$ cat config.mk
export PLATFORM = sky130hd
export DESIGN_NAME = elps_selector
export DESIGN_NICKNAME = d
export VERILOG_FILES = /design/src/elps_pkg.sv /design/src/elps_selector.sv
export VERILOG_INCLUDE_DIRS = /design/src
export SDC_FILE = /design/constraint.sdc
export NUM_CORES = 2
export LEC_CHECK = 0
export ABC_CLOCK_PERIOD_IN_PS = 86200
export BUFFER_PORTS_ARGS = -buffer_cell sky130_fd_sc_hd__buf_2
export CORE_ASPECT_RATIO = 2
export CORE_MARGIN = 2
export CORE_UTILIZATION = 68
export DETAILED_ROUTE_END_ITERATION = 7
export GPL_TIMING_DRIVEN = 0
export PLACE_DENSITY = 0.89
export SYNTH_ARGS = -nofsm -noshare
export SYNTH_HDL_FRONTEND = slang
export SYNTH_SLANG_ARGS = --single-unit
$ cat constraint.sdc
create_clock -name aclk -period 86.2 [get_ports aclk]
set_input_delay 8.62 -clock aclk [delete_from_list [all_inputs] [get_ports aclk]]
set_output_delay 8.62 -clock aclk [all_outputs]
set_load 0.01 [all_outputs]
$ cat src/elps_regs.svh
`ifndef ELPS_REGS_SVH
`define ELPS_REGS_SVH
// register byte offsets (aligned words)
`define ELPS_OFF_CTRL     8'h00
`define ELPS_OFF_COUNTS   8'h04
`define ELPS_OFF_THRESH   8'h08
`define ELPS_OFF_MEMBERS  8'h0c
`define ELPS_OFF_STATUS   8'h10
`define ELPS_OFF_SYSADDR  8'h14
`define ELPS_OFF_EVCNT    8'h18
// ctrl fields
`define ELPS_CTRL_MODE_LO  0
`define ELPS_CTRL_L4_BIT   2
`define ELPS_CTRL_DYN_BIT  3
`define ELPS_CTRL_ACT_BIT  4
`define ELPS_CTRL_BIG_BIT  5
`define ELPS_CTRL_GRP_LO   8
// reset values
`define ELPS_CTRL_RST     32'h0000_0000
`define ELPS_COUNTS_RST   32'h0000_0101
`define ELPS_THRESH_RST   32'h0000_0000
`define ELPS_MEMBERS_RST  32'h0000_0001
`define ELPS_SYSADDR_RST  32'h0000_0000
// hash constants
`define ELPS_HASH_W       20
`define ELPS_MAX_LABELS   6
`define ELPS_NIB_V4       4'h4
`define ELPS_NIB_V6       4'h6
`define ELPS_HASH_SEED    20'h5a3c1
`define ELPS_HASH_MULT    20'h9e37b
`endif

$ cat src/elps_pkg.sv
`default_nettype none
package elps_pkg;
  // label hashing mode
  typedef enum logic [1:0] {
    ELPS_LABEL_ONLY       = 2'h0,
    label_plus_ip_hash_mode_c = 2'h1,
    payload_address_hash_mode_c = 2'h2
  } elps_mode_e;
  // traffic class presented by the parser
  typedef enum logic [3:0] {
    ELPS_T_LABEL     = 4'h0,
    ELPS_T_BR_UCAST  = 4'h1,
    ELPS_T_BR_FLOOD  = 4'h2,
    ELPS_T_BR_MSNOOP = 4'h3,
    ELPS_T_P2P       = 4'h4,
    ELPS_T_IP_MCAST  = 4'h5,
    ELPS_T_IP_UCAST  = 4'h6
  } elps_traffic_e;
  // pipeline stage states, one-hot
  typedef enum logic [2:0] {
    ELPS_S_IDLE = 3'b001,
    ELPS_S_HASH = 3'b010,
    ELPS_S_OUT  = 3'b100
  } elps_state_e;
endpackage
`default_nettype wire

$ cat src/elps_selector.sv
`include "elps_regs.svh"
`default_nettype none
module elps_selector
  import elps_pkg::*;
#(
  parameter int MAX_PATHS = 16,
  parameter int MAX_PORTS = 16
) (
  // clock and reset
  input  wire logic         aclk,
  input  wire logic         aresetn,
  // axi4-lite slave
  input  wire logic [7:0]   s_axi_awaddr,
  input  wire logic         s_axi_awvalid,
  output logic              s_axi_awready,
  input  wire logic [31:0]  s_axi_wdata,
  input  wire logic [3:0]   s_axi_wstrb,
  input  wire logic         s_axi_wvalid,
  output logic              s_axi_wready,
  output logic [1:0]        s_axi_bresp,
  output logic              s_axi_bvalid,
  input  wire logic         s_axi_bready,
  input  wire logic [7:0]   s_axi_araddr,
  input  wire logic         s_axi_arvalid,
  output logic              s_axi_arready,
  output logic [31:0]       s_axi_rdata,
  output logic [1:0]        s_axi_rresp,
  output logic              s_axi_rvalid,
  input  wire logic         s_axi_rready,
  // packet descriptor from parser
  input  wire logic         pkt_valid,
  output logic              pkt_ready,
  input  wire logic [3:0]   pkt_type,
  input  wire logic [3:0]   pkt_label_count,
  input  wire logic [19:0]  pkt_labels [6],
  input  wire logic [3:0]   pkt_payload_nibble,
  input  wire logic [3:0]   pkt_in_port,
  input  wire logic [47:0]  pkt_mac_sa,
  input  wire logic [47:0]  pkt_mac_da,
  input  wire logic         pkt_is_ip,
  input  wire logic [127:0] pkt_ip_sa,
  input  wire logic [127:0] pkt_ip_da,
  input  wire logic         pkt_is_tcp_udp,
  input  wire logic [15:0]  pkt_l4_sp,
  input  wire logic [15:0]  pkt_l4_dp,
  input  wire logic         pkt_port_l4_en,
  input  wire logic         pkt_to_tunnel,
  input  wire logic         pkt_shared_queuing,
  input  wire logic [19:0]  pkt_service_id,
  input  wire logic [19:0]  pkt_mcast_id,
  // selection to egress
  output logic              sel_valid,
  input  wire logic         sel_ready,
  output logic [3:0]        sel_path,
  output logic [3:0]        sel_member,
  output logic              sel_is_group,
  output logic              sel_none,
  // group status
  output logic              grp_oper_up,
  output logic              grp_dyn_cost,
  output logic              cost_recalc
);

  localparam int HW = `ELPS_HASH_W;

  // deterministic mixing round
  function automatic logic [HW-1:0] mix(input logic [HW-1:0] acc, input logic [HW-1:0] d);
    logic [HW-1:0] t;
    t = acc ^ d;
    t = t ^ {t[12:0], t[19:13]};
    mix = t + `ELPS_HASH_MULT ^ {t[6:0], t[19:7]};
  endfunction

  // fold a 128-bit value into the hash
  function automatic logic [HW-1:0] fold128(input logic [HW-1:0] acc, input logic [127:0] v);
    logic [HW-1:0] a;
    a = acc;
    for (int i = 0; i < 6; i++) a = mix(a, v[i*20 +: 20]);
    fold128 = mix(a, {12'h000, v[127:120]});
  endfunction

  // remainder, with count one short-cut
  function automatic logic [3:0] pick(input logic [HW-1:0] h, input logic [4:0] n);
    logic [HW-1:0] r;
    r = '0;
    if (n > 5'h01) r = h % {15'h0000, n};
    pick = r[3:0];
  endfunction

  // configuration registers
  logic [31:0] ctrl_reg, counts_reg, thresh_reg, members_reg, sysaddr_reg;
  logic [15:0] evcnt_reg;

  wire elps_mode_e mode   = elps_mode_e'(ctrl_reg[`ELPS_CTRL_MODE_LO +: 2]);
  wire logic       l4_en  = ctrl_reg[`ELPS_CTRL_L4_BIT];
  wire logic       dyn_en = ctrl_reg[`ELPS_CTRL_DYN_BIT];
  wire logic       act_dc = ctrl_reg[`ELPS_CTRL_ACT_BIT];
  wire logic       big    = ctrl_reg[`ELPS_CTRL_BIG_BIT];
  wire logic [15:0] grp_mask = ctrl_reg[`ELPS_CTRL_GRP_LO +: 16];
  // route counts above sixteen saturate, so the path index always fits four bits
  wire logic [4:0] n_paths = (counts_reg[4:0] > 5'h10) ? 5'h10 : counts_reg[4:0];
  wire logic [3:0] thresh  = big ? thresh_reg[3:0] : {1'b0, thresh_reg[2:0]};

  // up-member count from member bitmap, a loop over entries
  logic [4:0] up_cnt;
  always_comb begin
    up_cnt = 5'h00;
    for (int i = 0; i < MAX_PORTS; i++) up_cnt = up_cnt + {4'h0, members_reg[i]};
  end

  // axi write path: address and data taken in either order
  logic aw_hold, w_hold;
  logic [7:0] aw_addr;
  logic [31:0] w_data;
  logic [3:0] w_strb;
  assign s_axi_awready = !aw_hold && !s_axi_bvalid;
  assign s_axi_wready  = !w_hold && !s_axi_bvalid;
  assign s_axi_bresp   = 2'h0;
  wire logic aw_now = aw_hold || (s_axi_awvalid && s_axi_awready);
  wire logic w_now  = w_hold || (s_axi_wvalid && s_axi_wready);
  wire logic [7:0]  wa = aw_hold ? aw_addr : s_axi_awaddr;
  wire logic [31:0] wd = w_hold ? w_data : s_axi_wdata;
  wire logic [3:0]  ws = w_hold ? w_strb : s_axi_wstrb;
  wire logic do_wr = aw_now && w_now && !s_axi_bvalid;

  function automatic logic [31:0] merge(input logic [31:0] o, input logic [31:0] n,
                                        input logic [3:0] s);
    for (int b = 0; b < 4; b++) if (s[b]) o[b*8 +: 8] = n[b*8 +: 8];
    merge = o;
  endfunction

  // write handshake bookkeeping
  always_ff @(posedge aclk) begin
    if (!aresetn) begin
      aw_hold <= 1'b0;
      w_hold  <= 1'b0;
      aw_addr <= 8'h00;
      w_data  <= 32'h0000_0000;
      w_strb  <= 4'h0;
      s_axi_bvalid <= 1'b0;
    end else begin
      if (s_axi_awvalid && s_axi_awready && !do_wr) begin
        aw_hold <= 1'b1;
        aw_addr <= s_axi_awaddr;
      end
      if (s_axi_wvalid && s_axi_wready && !do_wr) begin
        w_hold <= 1'b1;
        w_data <= s_axi_wdata;
        w_strb <= s_axi_wstrb;
      end
      if (do_wr) begin
        aw_hold <= 1'b0;
        w_hold  <= 1'b0;
        s_axi_bvalid <= 1'b1;
      end else if (s_axi_bready) s_axi_bvalid <= 1'b0;
    end
  end

  // register writes; count fields keep five bits, the port count is informational only
  always_ff @(posedge aclk) begin
    if (!aresetn) begin
      ctrl_reg    <= `ELPS_CTRL_RST;
      counts_reg  <= `ELPS_COUNTS_RST;
      thresh_reg  <= `ELPS_THRESH_RST;
      members_reg <= `ELPS_MEMBERS_RST;
      sysaddr_reg <= `ELPS_SYSADDR_RST;
    end else if (do_wr) begin
      if (wa == `ELPS_OFF_CTRL) ctrl_reg <= merge(ctrl_reg, wd, ws);
      else if (wa == `ELPS_OFF_COUNTS) counts_reg <= merge(counts_reg, wd, ws) & 32'h0000_1f1f;
      else if (wa == `ELPS_OFF_THRESH) thresh_reg <= merge(thresh_reg, wd, ws) & 32'h0000_000f;
      else if (wa == `ELPS_OFF_MEMBERS) members_reg <= merge(members_reg, wd, ws) & 32'h0000_ffff;
      else if (wa == `ELPS_OFF_SYSADDR) sysaddr_reg <= merge(sysaddr_reg, wd, ws);
    end
  end

  // axi read path, one cycle answer
  assign s_axi_arready = !s_axi_rvalid;
  assign s_axi_rresp   = 2'h0;
  always_ff @(posedge aclk) begin
    if (!aresetn) begin
      s_axi_rvalid <= 1'b0;
      s_axi_rdata  <= 32'h0000_0000;
    end else if (s_axi_arvalid && s_axi_arready) begin
      s_axi_rvalid <= 1'b1;
      if (s_axi_araddr == `ELPS_OFF_CTRL) s_axi_rdata <= ctrl_reg;
      else if (s_axi_araddr == `ELPS_OFF_COUNTS) s_axi_rdata <= counts_reg;
      else if (s_axi_araddr == `ELPS_OFF_THRESH) s_axi_rdata <= thresh_reg;
      else if (s_axi_araddr == `ELPS_OFF_MEMBERS) s_axi_rdata <= members_reg;
      else if (s_axi_araddr == `ELPS_OFF_STATUS)
        s_axi_rdata <= {24'h000000, grp_dyn_cost, grp_oper_up, 1'b0, up_cnt};
      else if (s_axi_araddr == `ELPS_OFF_SYSADDR) s_axi_rdata <= sysaddr_reg;
      else if (s_axi_araddr == `ELPS_OFF_EVCNT) s_axi_rdata <= {16'h0000, evcnt_reg};
      else s_axi_rdata <= 32'h0000_0000; // unmapped reads as zero
    end else if (s_axi_rready) s_axi_rvalid <= 1'b0;
  end

  // first hash round, combinational over the descriptor
  logic [HW-1:0] h_lbl, h_ip, h_mac, h_uc, h_first;
  logic          stat_path, stat_member;
  logic [HW-1:0] stat_key, mem_key;
  logic          is_ip_nib;
  always_comb begin
    // label stack over incoming port and system address; labels are 20-bit, no exp/ttl
    h_lbl = mix(`ELPS_HASH_SEED, {16'h0000, pkt_in_port});
    h_lbl = mix(h_lbl, sysaddr_reg[19:0] ^ {8'h00, sysaddr_reg[31:20]});
    for (int i = 0; i < `ELPS_MAX_LABELS; i++)
      if (i < pkt_label_count) h_lbl = mix(h_lbl, pkt_labels[i]);
    h_ip = fold128(`ELPS_HASH_SEED, pkt_ip_sa);
    h_ip = fold128(h_ip, pkt_ip_da);
    // bridged: mac first, ip replaces, ports if enabled at ingress
    h_mac = mix(mix(`ELPS_HASH_SEED, pkt_mac_sa[47:28]), mix(pkt_mac_sa[27:8], pkt_mac_da[47:28]));
    h_mac = mix(h_mac, {pkt_mac_sa[7:0], pkt_mac_da[27:16]});
    h_mac = mix(h_mac, {8'h00, pkt_mac_da[15:4]} ^ {16'h0000, pkt_mac_da[3:0]});
    h_uc  = pkt_is_ip ? h_ip : h_mac;
    if (pkt_port_l4_en && pkt_is_tcp_udp) h_uc = mix(h_uc, {4'h0, pkt_l4_sp} ^ {pkt_l4_dp, 4'h0});
    is_ip_nib = (pkt_payload_nibble == `ELPS_NIB_V4) || (pkt_payload_nibble == `ELPS_NIB_V6);
    stat_path   = 1'b0;
    stat_member = 1'b0;
    stat_key    = pkt_service_id;
    mem_key     = '0;
    h_first     = h_lbl;
    case (elps_traffic_e'(pkt_type))
      ELPS_T_LABEL: begin
        // ip-aware modes fall back beyond six labels or on a non-ip nibble
        if (mode != ELPS_LABEL_ONLY && is_ip_nib &&
            pkt_label_count <= 4'(`ELPS_MAX_LABELS)) begin
          if (mode == payload_address_hash_mode_c) h_first = h_ip;
          else h_first = fold128(fold128(h_lbl, pkt_ip_sa), pkt_ip_da);
        end
      end
      ELPS_T_BR_UCAST: h_first = h_uc;
      ELPS_T_BR_FLOOD: begin
        stat_path   = 1'b1;
        stat_member = !pkt_to_tunnel;
        h_first     = h_uc;
      end
      ELPS_T_BR_MSNOOP: begin
        stat_path   = 1'b1;
        stat_member = 1'b1;
        mem_key     = pkt_mcast_id;
      end
      ELPS_T_P2P: begin
        stat_path   = !pkt_shared_queuing;
        stat_member = !pkt_shared_queuing;
        h_first     = h_uc;
      end
      ELPS_T_IP_MCAST: begin
        stat_member = 1'b1;
        mem_key     = pkt_mcast_id;
        h_first     = h_ip; // udp ports are not folded in
      end
      ELPS_T_IP_UCAST: begin
        h_first = h_ip;
        if (l4_en && pkt_is_tcp_udp) h_first = mix(h_ip, {4'h0, pkt_l4_sp} ^ {pkt_l4_dp, 4'h0});
      end
      default: h_first = h_lbl;
    endcase
    if (stat_member && pkt_type != ELPS_T_BR_MSNOOP && pkt_type != ELPS_T_IP_MCAST)
      mem_key = pkt_service_id;
  end

  // single register stage; a held result stalls the parser
  logic [HW-1:0] h1_reg, mkey_reg, skey_reg;
  logic          spath_reg, smem_reg;
  elps_state_e   st_reg;
  assign pkt_ready = (st_reg != ELPS_S_OUT) || sel_ready;
  always_ff @(posedge aclk) begin
    if (!aresetn) begin
      st_reg    <= ELPS_S_IDLE;
      h1_reg    <= '0;
      mkey_reg  <= '0;
      skey_reg  <= '0;
      spath_reg <= 1'b0;
      smem_reg  <= 1'b0;
    end else if (pkt_valid && pkt_ready) begin
      st_reg    <= ELPS_S_OUT;
      h1_reg    <= h_first;
      mkey_reg  <= mem_key;
      skey_reg  <= stat_key;
      spath_reg <= stat_path;
      smem_reg  <= stat_member;
    end else if (sel_ready) st_reg <= ELPS_S_IDLE;
  end
  assign sel_valid = (st_reg == ELPS_S_OUT);

  // second round uses the live member count, so changes apply at once
  logic [3:0] path_c, mem_c;
  logic [HW-1:0] h2;
  always_comb begin
    path_c = pick(spath_reg ? skey_reg : h1_reg, n_paths);
    h2     = mix(h1_reg, `ELPS_HASH_SEED);
    mem_c  = pick(smem_reg ? mkey_reg : h2, up_cnt);
  end
  assign sel_path     = path_c;
  assign sel_is_group = grp_mask[path_c];
  assign sel_member   = sel_is_group ? mem_c : 4'h0;
  assign sel_none     = sel_is_group && (up_cnt == 5'h00);

  // threshold actions and cost events
  logic [4:0] up_prev;
  always_ff @(posedge aclk) begin
    if (!aresetn) begin
      grp_oper_up  <= 1'b0;
      grp_dyn_cost <= 1'b0;
      cost_recalc  <= 1'b0;
      up_prev      <= 5'h00;
      evcnt_reg    <= 16'h0000;
    end else begin
      up_prev      <= up_cnt;
      grp_oper_up  <= act_dc || (up_cnt >= {1'b0, thresh});
      grp_dyn_cost <= act_dc && (up_cnt < {1'b0, thresh});
      cost_recalc  <= dyn_en && (up_cnt > {1'b0, thresh}) && (up_cnt != up_prev);
      if (dyn_en && (up_cnt > {1'b0, thresh}) && (up_cnt != up_prev))
        evcnt_reg <= evcnt_reg + 16'h0001;
    end
  end

  // checks
  property p_path_range;
    @(posedge aclk) disable iff (!aresetn)
      sel_valid && n_paths != 5'h00 |-> {1'b0, sel_path} < n_paths;
  endproperty
  a_path_range: assert property (p_path_range) else $error("path beyond route count");
  property p_single;
    @(posedge aclk) disable iff (!aresetn)
      sel_valid && n_paths == 5'h01 |-> sel_path == 4'h0;
  endproperty
  a_single: assert property (p_single) else $error("single route not zero");
  property p_member_range;
    @(posedge aclk) disable iff (!aresetn)
      sel_valid && sel_is_group && up_cnt != 5'h00 |-> {1'b0, sel_member} < up_cnt;
  endproperty
  a_member_range: assert property (p_member_range) else $error("member beyond count");
  property p_none;
    @(posedge aclk) disable iff (!aresetn)
      sel_valid && sel_is_group && up_cnt == 5'h00 |-> sel_none;
  endproperty
  a_none: assert property (p_none) else $error("empty group gave selection");
  property p_down;
    @(posedge aclk) disable iff (!aresetn)
      !act_dc && up_cnt < {1'b0, thresh} ##1 $stable(ctrl_reg) |-> !grp_oper_up;
  endproperty
  a_down: assert property (p_down) else $error("group up below threshold");
  property p_dyn;
    @(posedge aclk) disable iff (!aresetn)
      act_dc && up_cnt < {1'b0, thresh} ##1 $stable(ctrl_reg) |-> grp_dyn_cost;
  endproperty
  a_dyn: assert property (p_dyn) else $error("dynamic cost flag missing");
  property p_recalc;
    @(posedge aclk) disable iff (!aresetn)
      cost_recalc |-> $past(dyn_en) && $past(up_cnt) != $past(up_prev);
  endproperty
  a_recalc: assert property (p_recalc) else $error("spurious cost event");
  property p_hold;
    @(posedge aclk) disable iff (!aresetn)
      sel_valid && !sel_ready |=> sel_valid && $stable(h1_reg);
  endproperty
  a_hold: assert property (p_hold) else $error("selection dropped while stalled");
endmodule // elps_selector
`default_nettype wire

==> results of run 1 <==
==> through the flow <==
step	instance area [µm²]	setup WS, ns	std cells	hold slack [ns]	utilization, %
global placement	81700	31.94	11933	0.438	72.8
CTS	82400	29.77	11970	0.456	73.5
detailed placement	81700	30.42	11934	0.446	72.9
floorplan	76500	37.39	9783	0.433	-
==> Yosys cell counts (94+ instances only) <==
cell      count
a211oi_1    113
a21oi_1     464
and2_1      133
and3_1      108
clkbuf_1    230
dfxtp_1     262
ha_1        239
inv_1       160
mux2_2       94
mux2i_1     179
nand2_1     709
nand2b_1    117
nand3_1     206
nor2_1      826
nor3_1      338
o21a_1      183
o21ai_0     327
or3_1       114
xnor2_1    2070
xnor3_1     165
xor2_1      925
==> routing by layer <==
| layer | overflow | global-route usage [%] |
|---|---|---|
| met3 | 9 | 47.9 |
| met2 | 355 | 92.9 |
| met5 | 1 | 16.5 |
| met1 | 26 | 64.6 |
| met4 | 201 | 73.3 |
==> cells by family after synthesis <==
| group | count (synthesis) | synth area share (%) |
|---|---|---|
| compound gates | 2167 | 20.3 |
| xor+xnor | 3271 | 42.1 |
| fa+ha+maj | 252 | 4.24 |
| buf+inv | 454 | 2.33 |
| flops | 262 | 6.85 |
| mux | 283 | 3.92 |
| other cells | 1 | 0.00490 |
| simple gates | 3090 | 20.2 |
==> results.md, run 1 <==
- Post-synth top area share: 23.7%
- GR Util All Layers: 69.0%
- Failed at: global routing
- Syn avg cell area: 7.82 µm²
- Synthesized instance count: 9780
- Starting density of the core: 68.2%
- Clock buffer depth: 3
- Top cells by area, synth: xnor2_1 24%, xor2_1 11%, dfxtp_1 6.9%
- Seq/Total Area, Yosys: 6.85%
- Error: [ERROR GRT-0116] Global routing finished with congestion. Check the congestion regions in the DRC Viewer.
- # rows: 174
- H-tree levels: 1
- Yosys warns: 0
- GR Overflow Total: 592
- Post-synth cell types: 155
- Die H: 478 µm
- Async set-reset flop share out of synthesis: 0%
- TritonCTS Buffers: 21
- First-pass GRT wire length: 607000 µm
- Synth Register Bits: 262
- Final Wtd Congestion: 1.16
- Post-synth top area cell: xnor2_1
- Post-Syn Area: 76500 µm²
- Number of port buffers: 654
- Status: stopped before the end
- Main synth FF type: dfxtp_1
- Hpwl dp: 281000 µm
- Largest net degree at the start of global routing: 23
- Root buffer cell: clkbuf_16
- Post_cts resized: 0
- Vias in the first global route: 93056
- CTS sink cnt: 262
- Total setup buffers inserted after CTS: 0
- EDFF count, synth: 0
- Die Wd: 241 µm
- Num ports: 682
- Hold buffer count at cts: 0
==> inputs of run 2 (changes only) <==
--- a/config.mk
+++ b/config.mk
@@ -8,12 +8,11 @@
 export LEC_CHECK = 0
 export ABC_CLOCK_PERIOD_IN_PS = 86200
 export BUFFER_PORTS_ARGS = -buffer_cell sky130_fd_sc_hd__buf_2
-export CORE_ASPECT_RATIO = 2
 export CORE_MARGIN = 2
-export CORE_UTILIZATION = 68
+export CORE_UTILIZATION = 40
 export DETAILED_ROUTE_END_ITERATION = 7
 export GPL_TIMING_DRIVEN = 0
-export PLACE_DENSITY = 0.89
+export PLACE_DENSITY_LB_ADDON = 0.15
 export SYNTH_ARGS = -nofsm -noshare
 export SYNTH_HDL_FRONTEND = slang
 export SYNTH_SLANG_ARGS = --single-unit
==> results.md, run 2 <==
- Status: finished, final reports clean
- Reg-to-reg endpoint: h1_reg[18]
- Crit. End Element: output port
- Final hold vios: 0
- Setup_tns: 0 ns
- CTS sink cnt: 262
- Final setup fails: 0
- Post-Syn Area: 76500 µm²
- Startpoint Class: flop
- Crit path required time: 77.58 ns
- Yosys warns: 0
- Slew headroom: 2.66%
- EDFF count, synth: 0
- Multi-input logic area: 69500 µm²
- Worst Max-Slew Pin Slew: 1.45 ns
- Fill cell count: 19671
- Async set-reset flop share out of synthesis: 0%
- Post-synth top area share: 23.7%
- DRT iter0 DRCs: 6332
- FF-to-FF path depth: 142
- Clock latency on the worst-skew pair: 0.58 ns
- Most common cell after layout, fill and taps aside: xnor2_1
- Post-synth top cells: 2070 x xnor2_1, 925 x xor2_1, 826 x nor2_1
- Peak Freq: 17.7 MHz
- Post-DRT Antenna Nets: 0
- Cell mode on critical path: o21a_1
- Num ports: 682
- Worst-path clk slew: 0.06 ns
- Setup crit start: members_reg[11]
- Critical path's largest stage delay: 0.81 ns
- Worst Path Arrival: 47.75 ns
- Root buffer cell: clkbuf_16
- Synth Register Bits: 262
- Hpwl dp: 278000 µm
- Main synth FF type: dfxtp_1
- Post-route DRC: 0
- Final min period: 56.37 ns
- Number of port buffers: 654
- GR Util All Layers: 31.4%
- Unrepaired setup endpoints after global routing: false
- CP max-delay cell: nor3_1
- Final WL: 322000 µm
- Initial antenna violation count: 146
- Final Wtd Congestion: 0.995
- FF-to-FF Start: sysaddr_reg[13]
- Setup Crit Path Kind: flop to output port
- Period utilization: 65.4%
- Vias post-DR: 76490
- Syn avg cell area: 7.82 µm²
- Setup crit end: sel_member[0]
- Max-Cap Viols: 0
- Post-synth cell types: 155
- HP Class: flop to flop
- First-pass GRT wire length: 468000 µm
- Die H: 441 µm
- Core Box Area: 190000 µm²
- TritonCTS Buffers: 29
- Fraction of final layout cells sized beyond drive strength 1: 11.1%
- Worst path top cell family by delay: compound AO/OA/AOI/OAI gates
- Vias per cell: 5.84
- Starting density of the core: 40.2%
- Leading cell types in the layout, fill and taps excluded: 2069 x xnor2_1, 925 x xor2_1, 826 x nor2_1, 709 x nand2_1, 680 x buf_2
- Top cells by area, synth: xnor2_1 24%, xor2_1 11%, dfxtp_1 6.9%
- Drt first pass iters: 8
- Clock buffer depth: 3
- Die Wd: 441 µm
- CTS tree: yes
- Post_cts resized: 0
- Register-to-register setup slack: 42.77 ns
- # rows: 160
- Most frequent cell after synthesis: xnor2_1
- Total setup buffers inserted after CTS: 0
- Seq/Total Area, Yosys: 6.85%
- CP Depth: 202
- Post-synth top area cell: xnor2_1
- Worst Path Max Fanout: 20
- H-tree levels: 1
- Crit path buffers/inverters: 18
- Final nets: 11345
- Fin Clk Skew: 0.0182 ns
- Register area: 5250 µm²
- Avg WL per Cell: 24.6 µm
- Vias in the first global route: 72553
- Fin. max-slew vios: 0
- GR Overflow Total: 0
- Die footprint: 195000 µm²
- Synthesized instance count: 9780
- Largest net degree at the start of global routing: 23
- Hold buffer count at cts: 0
- P&R area growth vs syn: 10.0%
-- run 2: cell counts after synthesis --
No cell type changed its count.
-- run 2: final cells by class --
class | instances | share of cell area, %
multi-input combinational | 9067 | 82.6
sequential | 262 | 6.23
timing repair buffer | 654 | 3.89
tap | 2511 | 3.73
buffer | 292 | 1.40
clock buffer | 41 | 0.975
inverter | 162 | 0.722
antenna | 107 | 0.318
clock inverter | 7 | 0.122
-- run 2: cells by family (layout without fill, tap and decap cells) --
logic type | after synthesis | in the layout | synth area share [%]
XOR/XNOR | 3271 | 3271 | 42.1
AO/OA/AOI/OAI | 2167 | 2167 | 20.3
buffers and inverters | 454 | 1156 | 2.33
AND/OR/NAND/NOR | 3090 | 3090 | 20.2
adder cells (fa/ha/maj) | 252 | 252 | 4.24
other | 1 | 111 | 0.00490
multiplexers | 283 | 283 | 3.92
flip-flops | 262 | 262 | 6.85
-- run 2: per-stage QoR --
step	hold WS, ns	worst slack (ns)	util (%)	std cells	area (µm²)
2_1_floorplan	0.433	37.39	-	9783	76500
3_3_place_gp	0.438	31.37	43.6	12948	82900
3_5_place_dp	0.446	30.58	43.6	12948	83000
4_1_cts	0.455	29.78	44.1	12996	83900
5_1_grt	0.479	25.41	44.2	13083	84100
6_report	0.454	29.83	44.3	13103	84200
-- run 2: how the worst min path moves through the flow --
stage / depth (start not counted) / startpoint / endpoint / slack (ns)
after floorplan: 2 / skey_reg[13] / skey_reg[13] / 0.43
after global placement: 2 / w_data[25] / w_data[25] / 0.44
after detailed placement: 2 / skey_reg[14] / skey_reg[14] / 0.45
after CTS: 2 / w_data[21] / w_data[21] / 0.46
after global routing: 2 / w_data[30] / w_data[30] / 0.48
final: 2 / w_data[18] / w_data[18] / 0.45
-- run 2: layer usage --
| layer | vias to the layer above | track usage (%) | routed length, µm |
|---|---|---|---|
| li1 | 36361 | - | - |
| met1 | 36617 | 40.6 | 138000 |
| met2 | 2857 | 51.6 | 147000 |
| met3 | 639 | 2.15 | 16500 |
| met4 | 16 | 17.6 | 19700 |
| met5 | - | 0 | 97 |
-- run 2: worst register-to-register path, delay by kind of cell, from the launching register on --
family / cells / cell delay (ns)
flip-flops: 1 / 0.56
AND/OR/NAND/NOR: 41 / 12.53
multiplexers: 5 / 1.15
adder cells (fa/ha/maj): 14 / 3.85
buffers and inverters: 7 / 1.48
AO/OA/AOI/OAI: 30 / 8.70
XOR/XNOR: 45 / 14.96
Power of run 2 is not shown: default switching activity piles up to over one toggle a cycle in this logic, so the estimate is an artifact.
